$ cat config.mk
export PLATFORM = sky130hd
export DESIGN_NAME = cnb_top
export DESIGN_NICKNAME = d
export VERILOG_FILES = /design/src/cnb_pkg.sv /design/src/cnb_top.sv
export SDC_FILE = /design/constraint.sdc
export NUM_CORES = 1
export LEC_CHECK = 0
export BUFFER_PORTS_ARGS = -buffer_cell sky130_fd_sc_hd__buf_2
export CORE_MARGIN = 4
export CORE_UTILIZATION = 40
export DETAILED_ROUTE_END_ITERATION = 6
export PLACE_DENSITY = 0.57
export SYNTH_ARGS = -nofsm -noshare
export SYNTH_HDL_FRONTEND = slang
export SYNTH_SLANG_ARGS = --single-unit
$ cat constraint.sdc
create_clock -name mclk -period 2.51 [get_ports mclk]
set_input_delay 0.3765 -clock mclk [delete_from_list [all_inputs] [get_ports mclk]]
set_output_delay 0.3765 -clock mclk [all_outputs]
set_load 0.03 [all_outputs]
$ cat src/cnb_pkg.sv
package cnb_pkg;
  localparam logic [7:0]  OFF_NODE_OBJ  = 8'h00;
  localparam logic [7:0]  OFF_BAUD_OBJ  = 8'h04;
  localparam logic [7:0]  OFF_STORE     = 8'h08;
  localparam logic [7:0]  OFF_CTRL      = 8'h0c;
  localparam logic [7:0]  OFF_ACTIVE    = 8'h10;
  localparam logic [7:0]  OFF_REQ_LO    = 8'h14;
  localparam logic [7:0]  OFF_REQ_HI    = 8'h18;
  localparam logic [7:0]  OFF_STATUSW   = 8'h1c;
  localparam logic [7:0]  OFF_RESP_LO   = 8'h20;
  localparam logic [7:0]  OFF_RESP_HI   = 8'h24;
  localparam int          CTRL_RESET_B  = 0;
  localparam int          CTRL_FILE_B   = 1;
  localparam int          CTRL_FNODE_LS = 8;
  localparam int          CTRL_FBAUD_LS = 16;
  localparam logic [31:0] STORE_SIGN    = 32'h65766173;
  localparam logic [6:0]  DFLT_NODE     = 7'h01;
  localparam logic [7:0]  DFLT_BAUD     = 8'h88;
  localparam logic [9:0]  KBD_1M        = 10'h3e8;
  localparam logic [7:0]  SEL_SPLIT     = 8'h80;
  localparam logic [31:0] SDO_RD_STATUS = 32'h0060414b;
  localparam logic [31:0] SDO_REQ_STAT  = 32'h00604140;
  localparam logic [1:0]  SETTLE_CYC    = 2'h3;
  localparam logic [1:0]  RESP_OKAY     = 2'h0;
  localparam logic [1:0]  RESP_SLVERR   = 2'h2;
endpackage

$ cat src/cnb_top.sv
// Contract
// - Without stored, file or switch override the node id is 1 and the rate is 1 Mbaud.
// - The selector is upper switch in bits 7:4 and lower switch in bits 3:0.
// - The upper switch reading is weighted by sixteen before the lower one is added.
// - Selector 1 to 127 is the node id itself and the rate is fixed at 1 Mbaud.
// - Selector 129 to 255 gives node id selector minus 128 and the rate from the baud object.
// - Selector 0 takes the node object and 1 Mbaud; selector 128 takes both objects.
// - Baud codes 129 to 134 and 136 mean 10, 20, 50, 125, 250, 500 and 1000 kBd.
// - New settings apply only at power-up or on a communication reset.
// - Load order is default, stored value, configuration file, then switches.
// - A statusword read 40 41 60 00 0 0 0 0 is answered 4B 41 60 00, status, 00 00.
//
// Implementation choices: the AXI4-Lite interface to the registers and the placing of the registers.
`timescale 1ns/10ps
`default_nettype none
module cnb_top (
  input  wire logic        mclk,
  input  wire logic        nrst,
  input  wire logic [3:0]  upper_digit_switch,
  input  wire logic [3:0]  lower_digit_switch,
  input  wire logic [7:0]  s_axi_awaddr,
  input  wire logic        s_axi_awvalid,
  output logic             s_axi_awready,
  input  wire logic [31:0] s_axi_wdata,
  input  wire logic [3:0]  s_axi_wstrb,
  input  wire logic        s_axi_wvalid,
  output logic             s_axi_wready,
  output logic [1:0]       s_axi_bresp,
  output logic             s_axi_bvalid,
  input  wire logic        s_axi_bready,
  input  wire logic [7:0]  s_axi_araddr,
  input  wire logic        s_axi_arvalid,
  output logic             s_axi_arready,
  output logic [31:0]      s_axi_rdata,
  output logic [1:0]       s_axi_rresp,
  output logic             s_axi_rvalid,
  input  wire logic        s_axi_rready,
  output logic [6:0]       node_id,
  output logic [9:0]       bit_rate_kbd,
  output logic             cfg_valid
);
  typedef struct packed {
    logic [7:0]  sw_meta;
    logic [7:0]  sw_sync;
    logic [1:0]  settle;
    logic [6:0]  node_obj;
    logic [7:0]  baud_obj;
    logic [6:0]  stored_node;
    logic [7:0]  stored_baud;
    logic        stored_ok;
    logic        file_ok;
    logic [6:0]  file_node;
    logic [7:0]  file_baud;
    logic [31:0] req_lo;
    logic [31:0] req_hi;
    logic [15:0] statusw;
    logic [31:0] resp_lo;
    logic [31:0] resp_hi;
    logic        aw_full;
    logic        w_full;
    logic [7:0]  waddr;
    logic [31:0] wdata;
    logic [3:0]  wstrb;
    logic        awready;
    logic        wready;
    logic        bvalid;
    logic [1:0]  bresp;
    logic        arready;
    logic        rvalid;
    logic [31:0] rdata;
    logic [1:0]  rresp;
    logic [6:0]  node;
    logic [7:0]  baud;
    logic [9:0]  kbd;
    logic        valid;
  } cnb_state_t;

  localparam cnb_state_t RST = '{settle: cnb_pkg::SETTLE_CYC, default: '0};

  cnb_state_t st_r;
  cnb_state_t st_nxt;

  function automatic logic [31:0] merge(input logic [31:0] old, input logic [31:0] d,
                                        input logic [3:0] be);
    logic [31:0] m;
    m = old;
    for (int i = 0; i < 4; i++) begin
      if (be[i]) begin
        m[i*8 +: 8] = d[i*8 +: 8];
      end
    end
    return m;
  endfunction

  // Unlisted codes return 1 Mbaud so the node stays reachable.
  function automatic logic [9:0] decode_kbd(input logic [7:0] code);
    case (code)
      8'h81:   decode_kbd = 10'h00a;
      8'h82:   decode_kbd = 10'h014;
      8'h83:   decode_kbd = 10'h032;
      8'h84:   decode_kbd = 10'h07d;
      8'h85:   decode_kbd = 10'h0fa;
      8'h86:   decode_kbd = 10'h1f4;
      8'h88:   decode_kbd = 10'h3e8;
      default: decode_kbd = cnb_pkg::KBD_1M;
    endcase
  endfunction

  logic [7:0]  sel;
  logic [6:0]  lay_node;
  logic [7:0]  lay_baud;
  logic        apply;
  logic        wr_go;
  logic [31:0] ctrl_q;
  logic [31:0] rd_val;
  logic        rd_hit;

  always_comb begin
    sel = {st_r.sw_sync[7:4], 4'h0} + {4'h0, st_r.sw_sync[3:0]};
    lay_node = cnb_pkg::DFLT_NODE;
    lay_baud = cnb_pkg::DFLT_BAUD;
    if (st_r.stored_ok) begin
      lay_node = st_r.stored_node;
      lay_baud = st_r.stored_baud;
    end
    if (st_r.file_ok) begin
      lay_node = st_r.file_node;
      lay_baud = st_r.file_baud;
    end
    apply = (st_r.settle == 2'h1);
    wr_go = st_r.aw_full && st_r.w_full && !st_r.bvalid;
    ctrl_q = {8'h00, st_r.file_baud, 1'b0, st_r.file_node, 6'h00, st_r.file_ok, 1'b0};
    rd_hit = 1'b1;
    case (s_axi_araddr)
      cnb_pkg::OFF_NODE_OBJ: rd_val = {25'h0, st_r.node_obj};
      cnb_pkg::OFF_BAUD_OBJ: rd_val = {24'h0, st_r.baud_obj};
      cnb_pkg::OFF_STORE:    rd_val = {31'h0, st_r.stored_ok};
      cnb_pkg::OFF_CTRL:     rd_val = ctrl_q;
      cnb_pkg::OFF_ACTIVE:   rd_val = {st_r.kbd, 5'h0, st_r.valid, st_r.baud, 1'b0, st_r.node};
      cnb_pkg::OFF_REQ_LO:   rd_val = st_r.req_lo;
      cnb_pkg::OFF_REQ_HI:   rd_val = st_r.req_hi;
      cnb_pkg::OFF_STATUSW:  rd_val = {16'h0, st_r.statusw};
      cnb_pkg::OFF_RESP_LO:  rd_val = st_r.resp_lo;
      cnb_pkg::OFF_RESP_HI:  rd_val = st_r.resp_hi;
      default: begin
        rd_val = 32'h0;
        rd_hit = 1'b0;
      end
    endcase
  end

  always_comb begin
    st_nxt = st_r;
    st_nxt.sw_meta = {upper_digit_switch, lower_digit_switch};
    st_nxt.sw_sync = st_r.sw_meta;
    if (st_r.settle != 2'h0) begin
      st_nxt.settle = st_r.settle - 2'h1;
    end
    // Node id, rate and valid change only here, at power-up or on a communication reset.
    if (apply) begin
      st_nxt.valid = 1'b1;
      if (sel == 8'h00) begin
        st_nxt.node = lay_node;
        st_nxt.baud = cnb_pkg::DFLT_BAUD;
      end else if (sel < cnb_pkg::SEL_SPLIT) begin
        st_nxt.node = sel[6:0];
        st_nxt.baud = cnb_pkg::DFLT_BAUD;
      end else if (sel == cnb_pkg::SEL_SPLIT) begin
        st_nxt.node = lay_node;
        st_nxt.baud = lay_baud;
      end else begin
        st_nxt.node = sel[6:0];
        st_nxt.baud = lay_baud;
      end
      st_nxt.kbd = decode_kbd(st_nxt.baud);
    end
    // The answer is rebuilt every cycle, so it follows the current request one clock later.
    if (st_r.req_lo == cnb_pkg::SDO_REQ_STAT && st_r.req_hi == 32'h0) begin
      st_nxt.resp_lo = cnb_pkg::SDO_RD_STATUS;
      st_nxt.resp_hi = {16'h0, st_r.statusw};
    end else begin
      st_nxt.resp_lo = 32'h0;
      st_nxt.resp_hi = 32'h0;
    end
    if (s_axi_awvalid && st_r.awready) begin
      st_nxt.aw_full = 1'b1;
      st_nxt.waddr = s_axi_awaddr;
    end
    if (s_axi_wvalid && st_r.wready) begin
      st_nxt.w_full = 1'b1;
      st_nxt.wdata = s_axi_wdata;
      st_nxt.wstrb = s_axi_wstrb;
    end
    if (st_r.bvalid && s_axi_bready) begin
      st_nxt.bvalid = 1'b0;
    end
    if (wr_go) begin
      st_nxt.aw_full = 1'b0;
      st_nxt.w_full = 1'b0;
      st_nxt.bvalid = 1'b1;
      st_nxt.bresp = cnb_pkg::RESP_OKAY;
      case (st_r.waddr)
        cnb_pkg::OFF_NODE_OBJ:
          st_nxt.node_obj = 7'(merge({25'h0, st_r.node_obj}, st_r.wdata, st_r.wstrb));
        cnb_pkg::OFF_BAUD_OBJ:
          st_nxt.baud_obj = 8'(merge({24'h0, st_r.baud_obj}, st_r.wdata, st_r.wstrb));
        cnb_pkg::OFF_STORE: begin
          if (st_r.wdata == cnb_pkg::STORE_SIGN && st_r.wstrb == 4'hf) begin
            st_nxt.stored_node = st_r.node_obj;
            st_nxt.stored_baud = st_r.baud_obj;
            st_nxt.stored_ok = 1'b1;
          end
        end
        cnb_pkg::OFF_CTRL: begin
          st_nxt.file_ok = 1'(merge(ctrl_q, st_r.wdata, st_r.wstrb) >> cnb_pkg::CTRL_FILE_B);
          st_nxt.file_node = 7'(merge(ctrl_q, st_r.wdata, st_r.wstrb) >> cnb_pkg::CTRL_FNODE_LS);
          st_nxt.file_baud = 8'(merge(ctrl_q, st_r.wdata, st_r.wstrb) >> cnb_pkg::CTRL_FBAUD_LS);
          if (st_r.wstrb[0] && st_r.wdata[cnb_pkg::CTRL_RESET_B]) begin
            st_nxt.settle = cnb_pkg::SETTLE_CYC;
          end
        end
        cnb_pkg::OFF_REQ_LO:  st_nxt.req_lo = merge(st_r.req_lo, st_r.wdata, st_r.wstrb);
        cnb_pkg::OFF_REQ_HI:  st_nxt.req_hi = merge(st_r.req_hi, st_r.wdata, st_r.wstrb);
        cnb_pkg::OFF_STATUSW:
          st_nxt.statusw = 16'(merge({16'h0, st_r.statusw}, st_r.wdata, st_r.wstrb));
        cnb_pkg::OFF_ACTIVE, cnb_pkg::OFF_RESP_LO, cnb_pkg::OFF_RESP_HI: ;
        default: st_nxt.bresp = cnb_pkg::RESP_SLVERR;
      endcase
    end
    st_nxt.awready = !st_nxt.aw_full && !st_nxt.bvalid;
    st_nxt.wready = !st_nxt.w_full && !st_nxt.bvalid;
    if (s_axi_arvalid && st_r.arready) begin
      st_nxt.rvalid = 1'b1;
      st_nxt.rdata = rd_val;
      st_nxt.rresp = rd_hit ? cnb_pkg::RESP_OKAY : cnb_pkg::RESP_SLVERR;
    end else if (st_r.rvalid && s_axi_rready) begin
      st_nxt.rvalid = 1'b0;
    end
    st_nxt.arready = !st_nxt.rvalid;
  end

  always_ff @(posedge mclk or negedge nrst) begin
    if (!nrst) begin
      st_r <= RST;
    end else begin
      st_r <= st_nxt;
    end
  end

  assign s_axi_awready = st_r.awready;
  assign s_axi_wready = st_r.wready;
  assign s_axi_bvalid = st_r.bvalid;
  assign s_axi_bresp = st_r.bresp;
  assign s_axi_arready = st_r.arready;
  assign s_axi_rvalid = st_r.rvalid;
  assign s_axi_rdata = st_r.rdata;
  assign s_axi_rresp = st_r.rresp;
  assign node_id = st_r.node;
  assign bit_rate_kbd = st_r.kbd;
  assign cfg_valid = st_r.valid;

  wire logic [8:0] sel_sum = 9'(16 * st_r.sw_sync[7:4]) + {5'h0, st_r.sw_sync[3:0]};
endmodule
`default_nettype wire

---- Word-level counts from Yosys, hierarchy flattened ----
Index checks and enable logic that the tools add are counted.
word-level totals
  memories kept ........................... 0
  bits of input ports ..................... 67
  bits in registers ....................... 322
  memory bits (read-only) ................. 0
  memory bits (writable) .................. 0
  logic and storage cells ................. 160
  bits in latches ......................... 0
cells by class
  mux-type cells .......................... 48
  $mul .................................... 0
  eq/ne operators ......................... 29
  shift operators ......................... 0
  divide/modulo/power cells ............... 0
  reduce and logical (&&, ||, !) cells .... 40
  add/subtract/negate cells ............... 2
  magnitude comparators ................... 1
  bitwise logic cells ..................... 0
operators with widths
  kind                  count
  $pmux 32 s10          1
  $mux 129              1
  $mux 8                15
  $eq 8x5->1 const B    8
  $mux 16               4
  $mux 32               2
  $mux 15               4
  $pmux 10 s6           1
  $eq 8x8->1 const B    7
  $mux 55               1
  $reduce_and 3->1      16
  $mux 7                5
  $eq 32x23->1 const B  1
  $eq 32x31->1 const B  1
  $eq 8x4->1 const B    4
  $eq 8x6->1 const B    4
  $logic_not 32->1      1
  $logic_not 8->1       3
  $reduce_or 10->1      2
  $eq 8x3->1 const B    2
  $mux 2                7
  $logic_and 1x1->1     12
  $add 8x4->8           1
  $lt 8x8->1 const B    1
  7 further kinds       16

---- Longest topological paths before layout ----
Gate-level depths: netlist (run 1).
  depth in word-level cells ............... 8
  gate-level depth with buffers ........... 7
  mapped depth without buffers ............ 5

---- Worst setup path after synthesis (run 1) ----
Ideal clock, no wire load.
  path type ............................... reg2reg
  start point ............................. register st_r, in the netlist s_axi_bvalid
  end point ............................... register st_r[278] in the netlist's numbering
  path buffers ............................ 2
  required time ........................... 2.385 ns
  cell stages (with the launch flop) ...... 8
  clock period less this slack ............ 2.187 ns
  slack ................................... 0.323 ns
  data arrival time ....................... 2.061 ns
  setup time .............................. 0.125 ns
  path through ............................ dfrtp_1 -> and3b_1 -> buf_2 -> and4b_1 -> nand4b_1 -> nor4_4 -> buf_8 -> mux2_4
between the ends
  word-level cells in the longest chain between the ends .. 3
ends and longest elaborated chain
  item                               RTL line        text
  from (decl)                        cnb_top.sv:80   cnb_state_t st_r;
  from (signal assigned)             cnb_top.sv:246  st_r <= st_nxt;
  $logic_not 1->1                    cnb_top.sv:131  wr_go = st_r.aw_full && st_r.w_full && !st_r.bvalid;
  $logic_and 1x1->1                  cnb_top.sv:131
  $reduce_and 3->1 (no source line)  --
No other way between the ends.
A chain may end at the register's enable or synchronous reset.

---- Worst setup path after layout (run 1) ----
  start point ............................. register st_r, in the netlist s_axi_bvalid
  end point ............................... register st_r[256] in the netlist's numbering
Same word-level chain as after synthesis.

==> results of run 1 <==
## repair_timing
item                                    CTS  global route
endpoints found under the setup margin    0             0
hold buffers                              9             0
endpoints found under the hold margin    79             0
## final cells by class
type	count	area share, %
Tap cell	396	3.45
Clock buffer	40	5.55
Multi-Input combinational cell	649	34.6
Inverter	10	0.261
Timing Repair Buffer	181	8.06
Clock inverter	9	0.514
Sequential cell	273	47.6
## metrics by stage
stage / cells / power, µW / hold slack, ns / setup slack, ns / utilization, %
2_1_floorplan: 1032 / 6890 / 0.0809 / 0.323 / -
4_1_cts: 1558 / 12000 / 0.0285 / 0.281 / 47.0
6_report: 1558 / 11900 / 0.0515 / 0.303 / 47.0
5_1_grt: 1558 / 12400 / 0.0401 / 0.157 / 47.0
3_5_place_dp: 1500 / 7960 / 0.337 / 0.288 / 43.8
3_3_place_gp: 1500 / 7900 / 0.335 / 0.303 / 43.8
## Yosys cell counts (all sizes together), types with 4 or more instances
cell	number	share of area, %
inv	10	0.30
a221o	6	0.48
nor4b	8	0.68
nor4	20	1.4
dfrtp	271	55
nand4	9	0.45
o22ai	8	0.40
and3	9	0.45
o21ai	48	1.9
o211ai	5	0.30
a41oi	4	0.28
a221oi	4	0.28
nor4bb	5	0.40
a22o	13	0.92
clkbuf	33	1.0
nor2b	11	0.55
nor2	40	1.2
nand2	96	2.9
nand3b	4	0.24
buf	67	3.8
a32oi	4	0.28
a21oi	27	1.1
mux2	187	17
nor3	11	0.44
and2	25	1.3
mux2i	10	0.81
a31oi	5	0.25
a22oi	30	1.8
nand3	14	0.56
## sequential cells by signal, indices dropped and copies added (netlist names)
name,flops
st_r,192
s_axi_rdata,32
ctrl_q,16
bit_rate_kbd,10
st_nxt,8
node_id,7
cfg_valid,1
s_axi_arready,1
s_axi_awready,1
s_axi_bresp,1
s_axi_bvalid,1
s_axi_rresp,1
s_axi_rvalid,1
s_axi_wready,1
## worst max-delay path, delay by kind of cell, from the launching register on
family | cells | cell delay (ns)
multiplexers | 1 | 0.36
AND/OR/NAND/NOR | 4 | 1.34
flip-flops | 1 | 0.39
## worst max-delay path by stage
stage                                 from               endpoint  slack (ns)  cells past startpoint
CTS                  st_r[108]$_DFFE_PN0P_  st_r[288]$_DFFE_PN0P_        0.28                      6
floorplan           s_axi_bvalid$_DFF_PN0_  st_r[278]$_DFFE_PN0P_        0.32                      7
global route        s_axi_bvalid$_DFF_PN0_  st_r[256]$_DFFE_PN0P_        0.16                      5
detailed placement   st_r[108]$_DFFE_PN0P_  st_r[288]$_DFFE_PN0P_        0.29                      6
global placement      st_r[70]$_DFFE_PN0P_  st_r[288]$_DFFE_PN0P_        0.30                      5
finish              s_axi_bvalid$_DFF_PN0_  st_r[256]$_DFFE_PN0P_        0.30                      5
## cell usage in the layout (no fill, tap or decap), drive strengths merged, types with 3 or more instances in the layout
cell type	instances
a211oi	3
a22o	13
nor2	40
nor4b	8
and3	9
a32oi	4
inv	11
o22ai	8
o211ai	5
nand4	9
clkinv	7
buf	172
nand3b	4
nand3	14
or2	3
a21oi	27
clkbuf	40
a221o	6
o21ai	48
a22oi	30
nand4b	3
a41oi	4
and4b	3
mux2i	10
nor3	11
nor4	20
mux2	187
nand2	96
dfrtp	271
and2	25
dlygate4sd3	9
nor4bb	5
nor2b	11
nand2b	3
a221oi	4
a31oi	5
## cell families (layout without fill, tap and decap cells)
family | count (synthesis) | count (layout) | share of synthesized area (%)
buffers and inverters | 110 | 240 | 5.09
muxes | 199 | 199 | 18.4
AOI/OAI and AO/OA | 173 | 173 | 9.33
and+or+nand+nor | 273 | 273 | 12.0
other | 1 | 2 | 0.0302
DFF | 273 | 273 | 55.0
xor gates and xnor gates | 2 | 2 | 0.141
## layer usage
layer  wire length, µm  share of wire [%]  up-vias  GRT usage, %
met5                 0                  0        -             0
met4              1340                3.7        0          6.68
met3              2590                7.1       71          3.55
met2             15400                 42      366          31.3
met1             17200                 47     4436          32.7
li1                  -                  -     3956             -
## where the power goes
group          switching [µW]  total [µW]  internal [µW]  leakage, µW
Clock                    1680        3980           2300     0.000434
Combinational            1000        1960            963      0.00268
Sequential                869        5920           5050      0.00365
==> results.sh, run 1 <==
export IMPL_h_tree_depth=1
export IMPL_ys_ff_latch=273
export IMPL_initial_core_util_pct=40.6
export IMPL_n_antenna_cell=0
export IMPL_cts_tree="done"
export IMPL_antenna_found_initial=0
export IMPL_post_drt_via_cell_ratio=5.67
export IMPL_syn_area_per_cell_um2=12.1
export IMPL_grt_max_degree=77
export IMPL_coreArea_um2=30600
export IMPL_finalCritPeriodShare_pct=87.9
export IMPL_worstMarginPinSlew_ns=0.709
export IMPL_post_route_min_period_ns=2.21
export IMPL_r2r_end="st_r[256]$_DFFE_PN0P_"
export IMPL_worst_r2r_startpoint="s_axi_bvalid$_DFF_PN0_"
export IMPL_wirelength_um=36600
export IMPL_dieArea_um2=34000
export IMPL_skew_ns=0.0155
export IMPL_r2r_cells=5
export IMPL_worst_skew_pair_late_latency_ns=0.55
export IMPL_seq_area_frac_synth_pct=55.0
export IMPL_cts_root_buffer="clkbuf_16"
export IMPL_post_cts_setup_buffers=0
export IMPL_register_area_um2=6830
export IMPL_post_cts_resized=0
export IMPL_yosys_warnings=0
export IMPL_multi_input_area_um2=4970
export IMPL_rows=64
export IMPL_start_kind="flip-flop"
export IMPL_relSlewSlack_pct=52.3
export IMPL_async_flop_share_pct=100
export IMPL_min_from="s_axi_awvalid"
export IMPL_holdPathEnd="s_axi_awready$_DFF_PN0_"
export IMPL_synth_enable_flop_cells=0
export IMPL_critical_path_max_stage_delay_ns=0.39
export IMPL_synth_cells=1031
export IMPL_p_per_area_nw_per_um2=825
export IMPL_grt_pass1_vias=8814
export IMPL_path_class="reg -> reg"
export IMPL_post_dp_cell_area_um2=13400
export IMPL_io_buffer_count=123
export IMPL_slew_violations=0
export IMPL_max_cap_violations=0
export IMPL_cts_clk_slew_worst_paths_ns=0.06
export IMPL_setup_violations=0
export IMPL_fp_dieW_um=184
export IMPL_cts_buffers_inserted=29
export IMPL_ir_drop_uv=581
export IMPL_holdPathStages=2
export IMPL_setup_worst_path_end_class="flip-flop"
export IMPL_ys_flop_type="dfrtp_1"
export IMPL_grt_use_total_pct=21.5
export IMPL_area_growth_pct=15.6
export IMPL_cts_sinks=273
export IMPL_gp_congestion=0.925
export IMPL_final_hold_violation_count=0
export IMPL_boundaryPins=126
export IMPL_rsz0062_at_grt="no"
export IMPL_regToRegSetupSlack_ns=0.30
export IMPL_dr_first_iter_drc_count=816
export IMPL_cp_max_fo=8
export IMPL_grt_pass1_wl_um=55600
export IMPL_design_area_um2=14400
export IMPL_ctsLongestPathBuffers=3
export IMPL_grt_overflow=0
export IMPL_hp_class="in -> reg"
export IMPL_required_ns=2.94
export IMPL_first_pass_iters=5
export IMPL_cp_slowest_cell="dfrtp_1"
export IMPL_outcome="finished clean"
export IMPL_clock_fmax_ghz=0.453
export IMPL_path_cells="and3b_1, and3_1, nor4b_4, nand2_1, mux2_2"
export IMPL_ant_nets=0
export IMPL_drive_gt1_share_pct=35.9
export IMPL_route_detailed_drc=0
export IMPL_vias=8829
export IMPL_fin_tns_setup_ns=0
export IMPL_die_h_um=184
export IMPL_dp_hpwl_um=27800
export IMPL_syn_area_um2=12400
export IMPL_wire_per_inst_um=23.5
export IMPL_arrival_ns=2.63
export IMPL_ys_types=66
export IMPL_fillerInstances=2814
export IMPL_p_leak_uw=0.00676
export IMPL_fin_nets=1211
(Power assumes the default switching activity.)
==> run 2: changes to the inputs <==
Settings changed: CORE_ASPECT_RATIO set to 1.25.
==> results.sh, run 2 (same netlist as run 1, synthesis figures left out) <==
export IMPL_outcome="finished clean"
export IMPL_dieArea_um2=34000
export IMPL_hp_class="in -> reg"
export IMPL_p_total_uw=12100
export IMPL_setup_worst_path_end_class="flip-flop"
export IMPL_finalCritPeriodShare_pct=85.1
export IMPL_grt_pass1_wl_um=55800
export IMPL_top_register="st_r"
export IMPL_wire_per_inst_um=23.3
export IMPL_layout_commonest_cell="dfrtp_1"
export IMPL_boundaryPins=126
export IMPL_whs_ns=0.0324
export IMPL_holdPathStages=2
export IMPL_fillerInstances=2810
export IMPL_area_growth_pct=16.2
export IMPL_cts_buffers_inserted=28
export IMPL_fp_dieW_um=166
export IMPL_rsz0062_at_grt="no"
export IMPL_p_per_area_nw_per_um2=837
export IMPL_skew_ns=0.0239
export IMPL_fin_nets=1208
export IMPL_ctsLongestPathBuffers=3
export IMPL_dr_first_iter_drc_count=694
export IMPL_rows=71
export IMPL_grt_max_degree=69
export IMPL_drive_gt1_share_pct=36.0
export IMPL_r2r_end="st_r[249]$_DFFE_PN0P_"
export IMPL_worst_r2r_startpoint="s_axi_bvalid$_DFF_PN0_"
export IMPL_max_cap_violations=0
export IMPL_dp_hpwl_um=27700
export IMPL_fin_tns_setup_ns=0
export IMPL_post_cts_resized=0
export IMPL_design_area_um2=14400
export IMPL_coreArea_um2=30400
export IMPL_p_leak_uw=0.00679
export IMPL_ant_nets=0
export IMPL_start_kind="flip-flop"
export IMPL_gp_congestion=0.925
export IMPL_io_buffer_count=123
export IMPL_grt_pass1_vias=8962
export IMPL_arrival_ns=2.58
export IMPL_relSlewSlack_pct=54.1
export IMPL_register_area_um2=6830
export IMPL_post_drt_via_cell_ratio=5.53
export IMPL_grt_overflow=0
export IMPL_worstMarginPinSlew_ns=0.689
export IMPL_grt_use_total_pct=21.1
export IMPL_route_detailed_drc=0
export IMPL_path_class="reg -> reg"
export IMPL_holdPathEnd="s_axi_awready$_DFF_PN0_"
export IMPL_setup_violations=0
export IMPL_cts_root_buffer="clkbuf_16"
export IMPL_cp_max_fo=8
export IMPL_worst_skew_pair_late_latency_ns=0.56
export IMPL_antenna_found_initial=0
export IMPL_min_from="s_axi_awvalid"
export IMPL_cts_clk_slew_worst_paths_ns=0.06
export IMPL_n_antenna_cell=0
export IMPL_wirelength_um=36400
export IMPL_post_dp_cell_area_um2=13400
export IMPL_r2r_cells=5
export IMPL_ir_drop_uv=510
export IMPL_cts_sinks=273
export IMPL_h_tree_depth=1
export IMPL_initial_core_util_pct=40.9
export IMPL_largest_reg_flops=192
export IMPL_first_pass_iters=5
export IMPL_die_h_um=205
export IMPL_layout_common_cells="271 x dfrtp_1, 178 x mux2_2, 122 x buf_2"
export IMPL_regToRegSetupSlack_ns=0.37
export IMPL_clock_fmax_ghz=0.468
export IMPL_cts_tree="done"
export IMPL_required_ns=2.95
export IMPL_slew_violations=0
export IMPL_multi_input_area_um2=4970
export IMPL_vias=8651
export IMPL_post_route_min_period_ns=2.14
export IMPL_crit_path_start="s_axi_bvalid$_DFF_PN0_"
export IMPL_final_hold_violation_count=0
[run 2: cell type report]
cell class / instances / area share, %
sequential: 273 / 47.3
clock buffer: 41 / 5.61
multi-input combinational: 649 / 34.4
tap: 401 / 3.47
clock inverter: 10 / 0.988
inverter: 10 / 0.260
timing repair buffer: 179 / 7.92
[run 2: worst max-delay path by stage]
stage                                  endpoint  slack, ns
detailed placement        st_r[288]$_DFFE_PN0P_       0.36
global route        bit_rate_kbd[8]$_DFFE_PN0P_       0.23
global placement     s_axi_rdata[7]$_DFFE_PN0P_       0.37
CTS                       st_r[288]$_DFFE_PN0P_       0.34
finish                    st_r[249]$_DFFE_PN0P_       0.37
floorplan                 st_r[278]$_DFFE_PN0P_       0.32
[run 2: repair_timing]
action,4_1_cts,5_1_grt
hold endpoints to repair,72,0
endpoints found under the setup margin,0,0
setup buffers,0,0
hold buffers,9,0
[run 2: metal layers]
| layer | up-vias | wire length [µm] | global-route usage [%] |
|---|---|---|---|
| li1 | 3937 | - | - |
| met2 | 300 | 17200 | 34.6 |
| met5 | - | 0 | 0 |
| met4 | 0 | 1060 | 6.37 |
| met3 | 64 | 2060 | 3.09 |
| met1 | 4350 | 16000 | 29.3 |
[run 2: worst max-delay path, cell delays in order (launching register included)]
cell	delay [ns]
dfrtp_1	0.38
and3b_1	0.27
and3_1	0.27
nor4b_4	0.39
nand2_1	0.35
mux2_2	0.37
[run 2: report_power, final]
part	internal [µW]	switching [µW]
registers	5050	921
clock network	2540	1740
logic	935	906
total	8520	3560
[run 2: per-stage QoR]
stage	util (%)	setup slack, ns	instances
finish	47.5	0.374	1563
CTS	47.5	0.337	1563
detailed placement	44.1	0.355	1503
global route	47.5	0.226	1563
global placement	44.1	0.371	1503
floorplan	-	0.323	1032
